## config.mk

```make
export PLATFORM = sky130hd
export DESIGN_NAME = btsb_core
export DESIGN_NICKNAME = d
export VERILOG_FILES = /design/src/rtl/btsb_pkg.sv /design/src/rtl/btsb_core.sv
export VERILOG_INCLUDE_DIRS = /design/src /design/src/rtl
export SDC_FILE = /design/constraint.sdc
export NUM_CORES = 2
export LEC_CHECK = 0
export BUFFER_PORTS_ARGS = -buffer_cell sky130_fd_sc_hd__buf_2
export CORE_AREA = 10 10 430 432
export CTS_CLUSTER_SIZE = 8
export DETAILED_ROUTE_END_ITERATION = 12
export DIE_AREA = 0 0 440 442
export SKIP_CTS_REPAIR_TIMING = 1
export SLEW_MARGIN = 15
export SYNTH_ARGS = -nofsm -noshare
export SYNTH_HDL_FRONTEND = slang
export SYNTH_SLANG_ARGS = --single-unit
```

## constraint.sdc

```tcl
create_clock -name clk_i -period 6.9 [get_ports clk_i]
set_input_delay 0.69 -clock clk_i [delete_from_list [all_inputs] [get_ports clk_i]]
set_output_delay 0.69 -clock clk_i [all_outputs]
set_load 0.05 [all_outputs]
```

## src/rtl/btsb_map.svh

```systemverilog
/*
 * Register offsets, field positions, reset values and timing counts of the
 * bit-test-and-set / branch-to-subroutine execution block.
 * Assumes a 32-bit classic Wishbone slave port with byte addresses.
 */
`ifndef BTSB_MAP_SVH
`define BTSB_MAP_SVH

// ----------------------------------------------------------------------
// Register byte offsets
// ----------------------------------------------------------------------
`define BTSB_OFS_CTRL     8'h00
`define BTSB_OFS_OPCODE   8'h04
`define BTSB_OFS_EXT      8'h08
`define BTSB_OFS_PC       8'h0C
`define BTSB_OFS_STATUS   8'h10
`define BTSB_OFS_SP       8'h14
`define BTSB_OFS_STK_HI   8'h18
`define BTSB_OFS_STK_LO   8'h1C
`define BTSB_OFS_DREG     8'h20
`define BTSB_OFS_CYCLES   8'h24
`define BTSB_OFS_AREG0    8'h28
`define BTSB_OFS_AREG7    8'h44

// ----------------------------------------------------------------------
// Control register bits
// ----------------------------------------------------------------------
`define BTSB_CTRL_START   0
`define BTSB_CTRL_BUSY    0
`define BTSB_CTRL_ILLEGAL 1
`define BTSB_CTRL_DONE    2

// ----------------------------------------------------------------------
// Opcode fields
// ----------------------------------------------------------------------
`define BTSB_BIT_LSB      0
`define BTSB_BIT_W        5
`define BTSB_SPACE_POS    8
`define BTSB_SHORT_LSB    12
`define BTSB_SHORT_W      7
`define BTSB_DREG_LSB     13
`define BTSB_DREG_W       7
`define BTSB_EA_REG_LSB   14
`define BTSB_EA_MODE_LSB  17
`define BTSB_SEL_SR       7'h79
`define BTSB_SEL_AREG     4'h5
`define BTSB_IO_BASE      32'hFFFFFF80
`define BTSB_CARRY_POS    0

// ----------------------------------------------------------------------
// Reset values and timing
// ----------------------------------------------------------------------
`define BTSB_RST_WORD     32'h00000000
`define BTSB_BIT_TEST_AND_SET_OP_BASE    8'h04
`define BTSB_BSR_BASE     8'h06
`define BTSB_STACK_DEPTH  16

`endif

```

## src/rtl/btsb_pkg.sv

```systemverilog
/*
 * Types of the bit-test-and-set / branch-to-subroutine execution block.
 * Assumes btsb_map.svh supplies the numeric constants.
 */
package btsb_pkg;

	// ------------------------------------------------------------------
	// Instruction kinds and sequencer states
	// ------------------------------------------------------------------
	typedef enum logic [2:0] {
		BTSB_K_NONE      = 3'h0,
		BTSB_K_BIT_TEST_AND_SET_OP_REG  = 3'h1,
		BTSB_K_BIT_TEST_AND_SET_OP_IO   = 3'h2,
		BTSB_K_BIT_TEST_AND_SET_OP_ABS  = 3'h3,
		BTSB_K_BIT_TEST_AND_SET_OP_EA   = 3'h4,
		BTSB_K_BSR_SHORT = 3'h5,
		BTSB_K_BSR_LONG  = 3'h6,
		BTSB_K_BSR_REG   = 3'h7
	} btsb_kind_t;

	typedef enum logic [2:0] {
		BTSB_S_IDLE   = 3'h0,
		BTSB_S_EXEC   = 3'h1,
		BTSB_S_READ   = 3'h3,
		BTSB_S_WRITE  = 3'h2,
		BTSB_S_FINISH = 3'h6
	} btsb_state_t;

	// ------------------------------------------------------------------
	// Operand memory request
	// ------------------------------------------------------------------
	typedef struct packed {
		logic        req;
		logic        lock;
		logic        we;
		logic        space;
		logic [31:0] addr;
		logic [31:0] wdata;
	} btsb_mem_t;

endpackage

```

## src/rtl/btsb_core.sv

```systemverilog
/*
 * Execution block for the bit test and set instruction and the branch to
 * subroutine instruction, with a classic Wishbone register slave and an
 * operand memory master port.
 * Assumes one 125 MHz clock, synchronous active-high reset, and an operand
 * memory that answers a request with mem_ack_i and honours mem_o.lock.
 */
// Design decisions made here: the Wishbone slave port and the placing of the registers.
`timescale 1ns/1ps
`include "btsb_map.svh"

module btsb_core #(
	parameter logic [7:0] JUMP_EXTRA  = 8'h00,
	parameter int         STACK_DEPTH = `BTSB_STACK_DEPTH
) (
	input  wire logic              clk_i,
	input  wire logic              rst_i,
	input  wire logic              wb_cyc_i,
	input  wire logic              wb_stb_i,
	input  wire logic              wb_we_i,
	input  wire logic [7:0]        wb_adr_i,
	input  wire logic [3:0]        wb_sel_i,
	input  wire logic [31:0]       wb_dat_i,
	output logic      [31:0]       wb_dat_o,
	output logic                   wb_ack_o,
	output btsb_pkg::btsb_mem_t    mem_o,
	input  wire logic [31:0]       mem_rdata_i,
	input  wire logic              mem_ack_i,
	output logic                   busy_o
);

	localparam int SPW = $clog2(STACK_DEPTH);

	// ------------------------------------------------------------------
	// Decoding
	// ------------------------------------------------------------------
	function automatic btsb_pkg::btsb_kind_t decode(input logic [31:0] op);
		btsb_pkg::btsb_kind_t k;
		k = btsb_pkg::BTSB_K_NONE;
		if (op[31:20] == 12'h023 && op[12:5] == 8'h60)
			k = btsb_pkg::BTSB_K_BIT_TEST_AND_SET_OP_REG;
		else if (op[31:20] == 12'h022 && op[11:9] == 3'h6 && op[7:5] == 3'h0)
			k = op[19] ? btsb_pkg::BTSB_K_BIT_TEST_AND_SET_OP_IO : btsb_pkg::BTSB_K_BIT_TEST_AND_SET_OP_ABS;
		else if (op[31:20] == 12'h020 && op[13:9] == 5'h06 && op[7:5] == 3'h0)
			k = btsb_pkg::BTSB_K_BIT_TEST_AND_SET_OP_EA;
		else if (op[31:22] == 10'h00F && op[13:7] == 7'h7E)
			k = btsb_pkg::BTSB_K_BSR_SHORT;
		else if (op[31:17] == 15'h01A1 && op[13:0] == 14'h3F00)
			k = btsb_pkg::BTSB_K_BSR_LONG;
		else if (op[31:14] == 18'h00D00 && op[13:3] == 11'h7E0)
			k = btsb_pkg::BTSB_K_BSR_REG;
		return k;
	endfunction

	function automatic logic [31:0] bit_mask(input logic [4:0] n);
		return 32'h00000001 << n;
	endfunction

	// ------------------------------------------------------------------
	// State
	// ------------------------------------------------------------------
	btsb_pkg::btsb_state_t state;
	btsb_pkg::btsb_kind_t  kind;
	logic [31:0]           opcode;
	logic [31:0]           ext;
	logic [31:0]           pc;
	logic [31:0]           status;
	logic [SPW-1:0]        sp;
	logic [31:0]           stk_hi [STACK_DEPTH];
	logic [31:0]           stk_lo [STACK_DEPTH];
	logic [31:0]           dreg;
	logic [31:0]           areg [8];
	logic [7:0]            base_cnt;
	logic [7:0]            total_cnt;
	logic [7:0]            last_cycles;
	logic                  illegal;
	logic                  done;
	btsb_pkg::btsb_mem_t   mem_reg;

	logic                  bus_wr;
	logic                  bus_rd_ok;
	logic                  start;
	logic                  waiting;
	logic                  finish_ok;
	logic [4:0]            bit_n;
	logic [2:0]            ea_reg;
	logic [2:0]            ea_mode;
	logic [6:0]            dsel;
	logic [31:0]           ea_addr;
	logic [31:0]           next_areg;
	logic                  ea_ok;
	logic [31:0]           disp;
	logic [31:0]           reg_old;
	logic [7:0]            need;

	assign bus_wr    = wb_cyc_i & wb_stb_i & wb_we_i & ~wb_ack_o & (wb_sel_i == 4'hF);
	assign start     = bus_wr & (wb_adr_i == `BTSB_OFS_CTRL) & wb_dat_i[`BTSB_CTRL_START]
		& (state == btsb_pkg::BTSB_S_IDLE);
	assign bus_rd_ok = (state == btsb_pkg::BTSB_S_IDLE);
	assign kind      = decode(opcode);
	assign bit_n     = opcode[`BTSB_BIT_LSB +: `BTSB_BIT_W];
	assign ea_reg    = opcode[`BTSB_EA_REG_LSB +: 3];
	assign ea_mode   = opcode[`BTSB_EA_MODE_LSB +: 3];
	assign dsel      = opcode[`BTSB_DREG_LSB +: `BTSB_DREG_W];
	assign waiting   = (state == btsb_pkg::BTSB_S_READ || state == btsb_pkg::BTSB_S_WRITE)
		& ~mem_ack_i;
	assign busy_o    = (state != btsb_pkg::BTSB_S_IDLE);

	// ------------------------------------------------------------------
	// Effective address and displacement
	// ------------------------------------------------------------------
	always_comb
	begin
		ea_addr   = areg[ea_reg];
		next_areg = areg[ea_reg];
		ea_ok     = 1'b1;
		unique case (ea_mode)
			3'h0: next_areg = areg[ea_reg] - 32'h00000001;
			3'h1: next_areg = areg[ea_reg] + 32'h00000001;
			3'h4: next_areg = areg[ea_reg];
			3'h6: ea_addr = ext;
			3'h7:
			begin
				ea_addr   = areg[ea_reg] - 32'h00000001;
				next_areg = ea_addr;
			end
			default: ea_ok = 1'b0;
		endcase
	end

	always_comb
	begin
		unique case (kind)
			btsb_pkg::BTSB_K_BSR_SHORT:
				disp = {{17{opcode[21]}}, opcode[21:14], opcode[6:0]};
			btsb_pkg::BTSB_K_BSR_LONG:
				disp = ext;
			btsb_pkg::BTSB_K_BSR_REG:
				disp = areg[opcode[2:0]];
			default:
				disp = 32'h00000000;
		endcase
	end

	always_comb
	begin
		if (dsel[6:3] == `BTSB_SEL_AREG)
			reg_old = areg[dsel[2:0]];
		else
			reg_old = dreg;
	end

	assign need = kind[2] & (kind != btsb_pkg::BTSB_K_BIT_TEST_AND_SET_OP_EA)
		? `BTSB_BSR_BASE + JUMP_EXTRA
		: `BTSB_BIT_TEST_AND_SET_OP_BASE;
	assign finish_ok = (base_cnt >= need - 8'h01);

	// ------------------------------------------------------------------
	// Sequencer
	// ------------------------------------------------------------------
	always_ff @(posedge clk_i)
	begin
		if (rst_i)
			state <= btsb_pkg::BTSB_S_IDLE;
		else
		begin
			unique case (state)
				btsb_pkg::BTSB_S_IDLE:
					if (start)
						state <= btsb_pkg::BTSB_S_EXEC;
				btsb_pkg::BTSB_S_EXEC:
					if ((kind == btsb_pkg::BTSB_K_BIT_TEST_AND_SET_OP_EA && ea_ok)
						|| kind == btsb_pkg::BTSB_K_BIT_TEST_AND_SET_OP_IO
						|| kind == btsb_pkg::BTSB_K_BIT_TEST_AND_SET_OP_ABS)
						state <= btsb_pkg::BTSB_S_READ;
					else
						state <= btsb_pkg::BTSB_S_FINISH;
				btsb_pkg::BTSB_S_READ:
					if (mem_ack_i)
						state <= btsb_pkg::BTSB_S_WRITE;
				btsb_pkg::BTSB_S_WRITE:
					if (mem_ack_i)
						state <= btsb_pkg::BTSB_S_FINISH;
				btsb_pkg::BTSB_S_FINISH:
					if (finish_ok)
						state <= btsb_pkg::BTSB_S_IDLE;
				default:
					state <= btsb_pkg::BTSB_S_IDLE;
			endcase
		end
	end

	// Wait cycles of the operand memory are not counted toward the base,
	// so the total is the base figure plus whatever the memory stalls.
	always_ff @(posedge clk_i)
	begin
		if (rst_i)
		begin
			base_cnt    <= 8'h00;
			total_cnt   <= 8'h00;
			last_cycles <= 8'h00;
			done        <= 1'b0;
		end
		else if (start)
		begin
			base_cnt  <= 8'h00;
			total_cnt <= 8'h00;
			done      <= 1'b0;
		end
		else if (busy_o)
		begin
			if (!waiting)
				base_cnt <= base_cnt + 8'h01;
			total_cnt <= total_cnt + 8'h01;
			if (state == btsb_pkg::BTSB_S_FINISH && finish_ok)
			begin
				last_cycles <= total_cnt + 8'h01;
				done        <= 1'b1;
			end
		end
	end

	// ------------------------------------------------------------------
	// Operand memory master
	// ------------------------------------------------------------------
	always_ff @(posedge clk_i)
	begin
		if (rst_i)
		begin
			mem_reg.req   <= 1'b0;
			mem_reg.lock  <= 1'b0;
			mem_reg.addr  <= `BTSB_RST_WORD;
			mem_reg.space <= 1'b0;
			mem_reg.we    <= 1'b0;
			mem_reg.wdata <= `BTSB_RST_WORD;
		end
		else if (state == btsb_pkg::BTSB_S_EXEC)
		begin
			mem_reg.space <= opcode[`BTSB_SPACE_POS];
			mem_reg.we    <= 1'b0;
			unique case (kind)
				btsb_pkg::BTSB_K_BIT_TEST_AND_SET_OP_IO:
					mem_reg.addr <= `BTSB_IO_BASE
						| {25'h0, opcode[`BTSB_SHORT_LSB +: `BTSB_SHORT_W]};
				btsb_pkg::BTSB_K_BIT_TEST_AND_SET_OP_ABS:
					mem_reg.addr <= {25'h0, opcode[`BTSB_SHORT_LSB +: `BTSB_SHORT_W]};
				default:
					mem_reg.addr <= ea_addr;
			endcase
		end
		else if (state == btsb_pkg::BTSB_S_READ && mem_ack_i)
		begin
			mem_reg.we    <= 1'b1;
			mem_reg.wdata <= mem_rdata_i | bit_mask(bit_n);
		end
		else if (state == btsb_pkg::BTSB_S_WRITE && mem_ack_i)
			mem_reg.we <= 1'b0;
	end

	// The lock spans both accesses so no other master slips in between.
	always_comb
	begin
		mem_o      = mem_reg;
		mem_o.req  = (state == btsb_pkg::BTSB_S_READ) | (state == btsb_pkg::BTSB_S_WRITE);
		mem_o.lock = (state == btsb_pkg::BTSB_S_READ) | (state == btsb_pkg::BTSB_S_WRITE);
	end

	// ------------------------------------------------------------------
	// Status register
	// ------------------------------------------------------------------
	always_ff @(posedge clk_i)
	begin
		if (rst_i)
			status <= `BTSB_RST_WORD;
		else if (state == btsb_pkg::BTSB_S_EXEC && kind == btsb_pkg::BTSB_K_BIT_TEST_AND_SET_OP_REG)
		begin
			if (dsel == `BTSB_SEL_SR)
				status <= status | bit_mask(bit_n);
			else
				status[`BTSB_CARRY_POS] <= reg_old[bit_n];
		end
		else if (state == btsb_pkg::BTSB_S_READ && mem_ack_i)
			status[`BTSB_CARRY_POS] <= mem_rdata_i[bit_n];
		else if (bus_wr && bus_rd_ok && wb_adr_i == `BTSB_OFS_STATUS)
			status <= wb_dat_i;
	end

	// ------------------------------------------------------------------
	// Register-direct operands and address registers
	// ------------------------------------------------------------------
	always_ff @(posedge clk_i)
	begin
		if (rst_i)
			dreg <= `BTSB_RST_WORD;
		else if (state == btsb_pkg::BTSB_S_EXEC && kind == btsb_pkg::BTSB_K_BIT_TEST_AND_SET_OP_REG
			&& dsel != `BTSB_SEL_SR && dsel[6:3] != `BTSB_SEL_AREG)
			dreg <= dreg | bit_mask(bit_n);
		else if (bus_wr && bus_rd_ok && wb_adr_i == `BTSB_OFS_DREG)
			dreg <= wb_dat_i;
	end

	for (genvar i = 0; i < 8; i++)
	begin : g_areg
		always_ff @(posedge clk_i)
		begin
			if (rst_i)
				areg[i] <= `BTSB_RST_WORD;
			else if (state == btsb_pkg::BTSB_S_EXEC && kind == btsb_pkg::BTSB_K_BIT_TEST_AND_SET_OP_REG
				&& dsel[6:3] == `BTSB_SEL_AREG && dsel[2:0] == 3'(i))
				areg[i] <= areg[i] | bit_mask(bit_n);
			else if (state == btsb_pkg::BTSB_S_EXEC && kind == btsb_pkg::BTSB_K_BIT_TEST_AND_SET_OP_EA
				&& ea_ok && ea_reg == 3'(i))
				areg[i] <= next_areg;
			else if (bus_wr && bus_rd_ok && wb_adr_i == `BTSB_OFS_AREG0 + 8'(4 * i))
				areg[i] <= wb_dat_i;
		end
	end

	// ------------------------------------------------------------------
	// Program counter, stack and instruction registers
	// ------------------------------------------------------------------
	always_ff @(posedge clk_i)
	begin
		if (rst_i)
		begin
			pc <= `BTSB_RST_WORD;
			sp <= '0;
		end
		else if (state == btsb_pkg::BTSB_S_EXEC && kind[2] && kind != btsb_pkg::BTSB_K_BIT_TEST_AND_SET_OP_EA)
		begin
			sp                   <= sp + 1'b1;
			stk_hi[SPW'(sp + 1'b1)] <= pc;
			stk_lo[SPW'(sp + 1'b1)] <= status;
			pc                   <= pc + disp;
		end
		else if (bus_wr && bus_rd_ok && wb_adr_i == `BTSB_OFS_PC)
			pc <= wb_dat_i;
		else if (bus_wr && bus_rd_ok && wb_adr_i == `BTSB_OFS_SP)
			sp <= wb_dat_i[SPW-1:0];
	end

	always_ff @(posedge clk_i)
	begin
		if (rst_i)
		begin
			opcode  <= `BTSB_RST_WORD;
			ext     <= `BTSB_RST_WORD;
			illegal <= 1'b0;
		end
		else
		begin
			if (bus_wr && bus_rd_ok && wb_adr_i == `BTSB_OFS_OPCODE)
				opcode <= wb_dat_i;
			if (bus_wr && bus_rd_ok && wb_adr_i == `BTSB_OFS_EXT)
				ext <= wb_dat_i;
			if (start)
				illegal <= 1'b0;
			else if (state == btsb_pkg::BTSB_S_EXEC)
				illegal <= (kind == btsb_pkg::BTSB_K_NONE)
					| (kind == btsb_pkg::BTSB_K_BIT_TEST_AND_SET_OP_EA & ~ea_ok);
		end
	end

	// ------------------------------------------------------------------
	// Wishbone slave
	// ------------------------------------------------------------------
	always_ff @(posedge clk_i)
	begin
		if (rst_i)
		begin
			wb_ack_o <= 1'b0;
			wb_dat_o <= `BTSB_RST_WORD;
		end
		else
		begin
			wb_ack_o <= wb_cyc_i & wb_stb_i & ~wb_ack_o;
			wb_dat_o <= `BTSB_RST_WORD;
			if (wb_cyc_i && wb_stb_i && !wb_we_i && !wb_ack_o)
			begin
				unique case (wb_adr_i)
					`BTSB_OFS_CTRL:   wb_dat_o <= {29'h0, done, illegal, busy_o};
					`BTSB_OFS_OPCODE: wb_dat_o <= opcode;
					`BTSB_OFS_EXT:    wb_dat_o <= ext;
					`BTSB_OFS_PC:     wb_dat_o <= pc;
					`BTSB_OFS_STATUS: wb_dat_o <= status;
					`BTSB_OFS_SP:     wb_dat_o <= 32'(sp);
					`BTSB_OFS_STK_HI: wb_dat_o <= stk_hi[sp];
					`BTSB_OFS_STK_LO: wb_dat_o <= stk_lo[sp];
					`BTSB_OFS_DREG:   wb_dat_o <= dreg;
					`BTSB_OFS_CYCLES: wb_dat_o <= {24'h0, last_cycles};
					default:
						if (wb_adr_i >= `BTSB_OFS_AREG0 && wb_adr_i <= `BTSB_OFS_AREG7
							&& wb_adr_i[1:0] == 2'h0)
							wb_dat_o <= areg[3'((wb_adr_i - `BTSB_OFS_AREG0) >> 2)];
				endcase
			end
		end
	end

endmodule // btsb_core

```

; ---- Yosys cells after proc, flatten, opt, wreduce, memory -nomap -nowiden
; Memories as Yosys holds them, arrays and structs flattened. A register that Yosys moved wholly into a read port is not among the register bits.
; Cells that the tools add are included.
[word_totals]
regBits = 292
out_inout_bits = 102
mem_count = 3
word_cells = 425
in_bits = 82
mem_bits_rw = 1280
[op_classes]
add_sub_neg = 8
order_cmp = 4
n_bitwise = 55
reduce_logical = 88
shifts = 1
eq_ne = 71
muxes = 176
[memory_table]
columns = name, words, word_bits, rd, rd_ports_with_merged_regs, wr, line
row1 = stk_hi, 16, 32, 1, 1, 1, btsb_core.sv:69  ; logic [31:0] stk_hi [STACK_DEPTH];
row2 = stk_lo, 16, 32, 1, 1, 1, btsb_core.sv:70  ; logic [31:0] stk_lo [STACK_DEPTH];
row3 = areg, 8, 32, 12, 3, 8, btsb_core.sv:72  ; logic [31:0] areg [8];
[op_table]
columns = operator, n
row1 = 32-bit two-way mux, 32
row2 = 32-bit bitwise OR, 11
row3 = 32-bit one-hot mux with 10 select lines, 1
row4 = 32-bit one-hot mux with 2 select lines, 3
row5 = 1-bit two-way mux, 109
row6 = 32-bit one-hot mux with 3 select lines, 1
row7 = "8-bit by 6-bit equality test with 1-bit output, second input constant", 8
row8 = 31-bit two-way mux, 2
row9 = 1-bit logical AND, 56
row10 = "3-bit equality test, second input constant", 17
row11 = 3-bit two-way mux, 17
row12 = "12-bit by 6-bit equality test with 1-bit output, second input constant", 3
row13 = "32-bit by 1-bit adder with 32-bit output, second input constant", 1
row14 = 32-bit adder, 1
row15 = "8-bit by 5-bit equality test with 1-bit output, second input constant", 4
row16 = "1-bit by 5-bit left shift with 32-bit output, first input constant", 1
row17 = "32-bit by 1-bit subtractor with 32-bit output, second input constant", 1
row18 = 4-bit two-way mux, 7
row19 = 1-bit bitwise OR, 26
row20 = "3-bit by 2-bit equality test with 1-bit output, second input constant", 8
row21 = "8-bit by 7-bit equality test with 1-bit output, second input constant", 3
row22 = "18-bit by 12-bit equality test with 1-bit output, second input constant", 1
row23 = 3-bit zero test, 6
row24 = "8-bit by 1-bit adder with 8-bit output, second input constant", 2
row25 = other kinds (39), 82

; ---- Logic depth before layout (Yosys ltp)
[depth]
word_depth = 18
depth_mapped = 21
depth_no_buf = 19

; ---- Least setup slack after synthesis
; OpenSTA, ideal clock, no wires.
[synth_path]
path_kind = reg-to-reg
from = register opcode[26]
to = memory stk_hi[4][0], enable pin
arrival_ns = 4.702
synth_period_minus_slack_ns = 5.189
slack_ns = 1.711
stages_incl_launch_ff = 11
n_path_buf = 1
t_required_ns = 6.414
path_cell_list = dfxtp_1 > or4b_1 > nor4_2 > and3_1 > buf_4 > a21oi_2 > inv_2 > nand2_1 > nor2_1 > nand2_1 > nor2_1
[synth_between]
elab_chain_cells = 13
elab_cells_between_ends = 26
classes_between = eq/ne: 7 / mux: 9 / reduce/logical: 10
[synth_rtl]
columns = element, line
row1 = start: declaration, btsb_core.sv:64  ; logic [31:0] opcode;
row2 = start signal: assignment, btsb_core.sv:346  ; opcode <= `BTSB_RST_WORD;
row3 = start signal: assignment, btsb_core.sv:353  ; opcode <= wb_dat_i;
row4 = 18-bit by 12-bit equality test with 1-bit output, btsb_core.sv:50  ; else if (op[31:14] == 18'h00D00 && op[13:3] == 11'h7E0)
row5 = 1-bit logical AND, btsb_core.sv:50
row6 = 3-bit two-way mux, btsb_core.sv:50
row7 = 3-bit two-way mux, btsb_core.sv:48  ; else if (op[31:17] == 15'h01A1 && op[13:0] == 14'h3F00)
row8 = 3-bit two-way mux, btsb_core.sv:46  ; else if (op[31:22] == 10'h00F && op[13:7] == 7'h7E)
row9 = 3-bit two-way mux, btsb_core.sv:44  ; else if (op[31:20] == 12'h020 && op[13:9] == 5'h06 && op[7:5] == 3'h0)
row10 = 3-bit two-way mux, btsb_core.sv:42  ; else if (op[31:20] == 12'h022 && op[11:9] == 3'h6 && op[7:5] == 3'h0)
row11 = 3-bit two-way mux (*), btsb_core.sv:40  ; if (op[31:20] == 12'h023 && op[12:5] == 8'h60)
row12 = 3-bit != test or 1-bit logical AND (tied branches), btsb_core.sv:329  ; else if (state == btsb_pkg::BTSB_S_EXEC && kind[2] && kind != btsb_pkg::BTSB_K_BIT_TEST_AND_SET_OP_EA)
row13 = 1-bit logical AND (*), btsb_core.sv:329
row14 = 1-bit two-way mux (*), btsb_core.sv:329
row15 = 1-bit two-way mux (*), btsb_core.sv:324  ; if (rst_i)
row16 = 1-bit two-way mux (implied by the code) (*), btsb_core.sv:332  ; stk_hi[SPW'(sp + 1'b1)] <= pc;
row17 = end: declaration, btsb_core.sv:69
; Mark *: on every way between the ends. The rest lies on a longest branch, timed or not.

; ---- Final worst setup path
[layout_path]
from = register opcode[26]
to = register pc[28]
[layout_between]
elab_chain_cells = 12
elab_cells_between_ends = 30
classes_between = add/sub: 1 / eq/ne: 10 / mux: 8 / reduce/logical: 11
[layout_rtl]
columns = element, line
row1 = 18-bit by 12-bit equality test with 1-bit output, btsb_core.sv:50
row2 = 1-bit logical AND, btsb_core.sv:50
row3 = 3-bit two-way mux, btsb_core.sv:50
row4 = 3-bit two-way mux, btsb_core.sv:48
row5 = 3-bit two-way mux, btsb_core.sv:46
row6 = 3-bit two-way mux, btsb_core.sv:44
row7 = 3-bit two-way mux, btsb_core.sv:42
row8 = 3-bit two-way mux (*), btsb_core.sv:40
row9 = 3-bit equality test, btsb_core.sv:133  ; unique case (kind)
row10 = 32-bit one-hot mux with 3 select lines, btsb_core.sv:133
row11 = 32-bit adder, btsb_core.sv:334  ; pc <= pc + disp;
row12 = 32-bit two-way mux, btsb_core.sv:329
row13 = end signal: assignment, btsb_core.sv:326  ; pc <= `BTSB_RST_WORD;
row14 = end signal: assignment, btsb_core.sv:334
row15 = end signal: assignment, btsb_core.sv:337  ; pc <= wb_dat_i;
row16 = end: declaration, btsb_core.sv:66  ; logic [31:0] pc;
; Marks and branches as above.
; A chain may end at the register's enable or synchronous reset.

==> metrics <==
post-route ant nets 0; post-synth top area cell edfxtp_1; Slew Limit Fails 0; required time worst endpoint 7.69 ns; Crit. End Element flop; Core Region 0.176 sq mm; largest net degree at the start of global routing 98; Critical Path AT 6.80 ns; Total GRT Usage 30.4%; total power 21.2 mW; Synth-to-Final Area Change 13.4%; post-synthesis sequential area ratio 56.4%; WL/cell 35.5 um; I/O Buffers 183; clk root buf clkbuf_16; Synth Flop Type edfxtp_1; Synth Cell Area 0.0788 sq mm; Final #Nets 6145; Initial DRC Count 9117; synth warn 0; Final Setup Violations 0; Final period util 87.1%; Fmax achieved 166 MHz; outcome finished, final reports clean; RSZ-0062 raised after global routing false; final hold vios 0; clk slew on worst S/H paths 0.06 ns; Mapped Cells 5928; post-synth top area share 48.8%; Syn Area/Cell 13.3 sq um; cell total after placement 8136; vias in the first global route 56.2k; Slew headroom 8.97%; row cnt 154; number of unique standard cell types used by synthesis 105; syn_nets 6053; Initial Util 44.9%; DIE HEIGHT 442 um; DRT Pass-1 Iters 6; P_leak 30.3 nW; Max Cap Viol 0; TritonCTS clock tree yes; hpwl dp 195000 um; Num CTS Buffers 218; clk sinks 1583; share of cells above drive strength 1 22.3%; total congestion overflow 0; worst min-delay path class input pin to flop; maximum clock insertion buffer count 3; first-pass GRT wire length 429000 um; asr flop ratio synth 0%; #FFs+latches synth 1583; final worst slack 0.893 ns; antenna violations before repair 28; startpoint types flop; clock insertion delay at the later pin of the skew report 0.90 ns; end-of-flow core utilization 50.9%; post-route insts no fill 8547; pre-CTS setup slack 1.00 ns; vias after detailed routing 58.3k; Die Wd 440 um; fin crit period 6.01 ns; Slew @ Worst Pin 1.36 ns; PwrDens 237 mW/mm^2; Total Wirelength 303000 um; number of synthesized flops with an enable pin 1280; cells on worst reg2reg path 20; peak supply drop 229 uV; Setup CP Type flop to flop; hold depth 3; Routability Congestion 1.01; die area 0.194 sq mm; Area contributors post-synth edfxtp_1 (49%), mux4_2 (16%), dfxtp_1 (7.7%); setup TNS 0 ns; Clock Skew 0.0825 ns; CTS H-tree lvls 4; # DRC 0; most frequent cells in the layout edfxtp_1 (1280), nand2_1 (607), mux4_2 (569); io pins 184; Crit Path Max Fanout 32; most common cell after layout, fill and taps aside edfxtp_1; DR vias/cell 6.82
final timing paths:
path | endpoint | slack, ns | from
max | pc[28] | 0.89 | opcode[26]
max reg2reg | pc[28] | 0.89 | opcode[26]
min reg2reg | mem_o[33] | 0.46 | mem_o[33]
min | mem_o[30] | 0.08 | mem_rdata_i[30]
registers in the layout (all words and copies together) (netlist names), 66 cells and up, named ones only:
name,flops
areg,256
stk_hi,512
mem_o,66
stk_lo,512
cell families (layout without fill, tap and decap cells):
logic type      Yosys count  in the layout  synth area share (%)
flops                  1583           1583                  56.4
simple gates           1544           1544                  8.73
compound gates         1379           1379                  11.3
mux                     783            783                  19.1
buf+inv                 514            777                  2.71
xor+xnor                 82             82                  1.01
fa+ha+maj                43             43                 0.692
other cells               0             16                     0
layer usage:
layer	GRT usage [%]	vias up	share of wire (%)
li1	-	23700	-
met1	39.1	29600	37
met2	45.7	3986	45
met3	8.71	1001	12
met4	18.1	14	7.0
met5	0	-	0.031
cell usage after synthesis, types with 8 or more instances:
master / number
a211oi_1: 32
a21o_1: 13
a21oi_1: 316
a221o_1: 19
a221oi_1: 13
a222oi_1: 25
a22o_1: 38
a22oi_1: 85
a311oi_1: 8
a31oi_1: 101
and2_1: 12
and3_1: 27
buf_1: 51
buf_2: 33
buf_4: 16
buf_6: 11
clkbuf_1: 371
dfxtp_1: 303
edfxtp_1: 1280
ha_1: 42
inv_1: 28
mux2_2: 44
mux2i_1: 159
mux4_2: 569
nand2_1: 616
nand2b_1: 30
nand3_1: 105
nand3b_1: 9
nand4_1: 38
nor2_1: 450
nor2b_1: 21
nor3_1: 133
nor3b_1: 12
nor4_1: 15
o211ai_1: 133
o21a_1: 93
o21ai_0: 344
o21ai_1: 27
o221ai_1: 56
or2_2: 13
or3_1: 17
or4_1: 8
xnor2_1: 43
xor2_1: 29
report_power, final:
group | switching, mW | internal (mW)
Sequential | 0.0838 | 10.3
Clock | 4.27 | 5.99
Combinational | 0.422 | 0.194
stage by stage:
step	hold slack, ns	cell area, sq um
3_3_place_gp	0.443	82700
4_1_cts	0.0335	89300
5_1_grt	0.0827	89400
6_report	0.0776	89400
2_1_floorplan	0.439	78800
3_5_place_dp	0.447	82700
final cells by class:
class / instances / area (sq um)
diodes: 16 / 40.0
clock buffers: 372 / 6060
clock inverters: 19 / 464
fillers: 15100 / 86400
inverters: 30 / 113
multi-input cells: 3831 / 32700
flip-flops and latches: 1583 / 44500
well taps: 2340 / 2930
repair buffers: 356 / 2480
critical path, cell delays in order (launching register included):
cell,delay (ns)
dfxtp_1,0.33
or4b_1,0.63
nor4_2,0.48
nand3_1,0.22
nor4_2,0.29
buf_4,0.37
a22oi_1,0.13
o21ai_0,0.16
ha_1,0.23
inv_1,0.07
fa_1,0.44
nor2b_1,0.18
o2111ai_1,0.15
a21oi_1,0.38
nor4_1,0.21
o41ai_1,0.64
nand4_1,0.26
a31oi_1,0.28
a21oi_1,0.13
xnor2_1,0.14
a31o_2,0.24
Note: power is estimated with default switching activity, not from simulation.
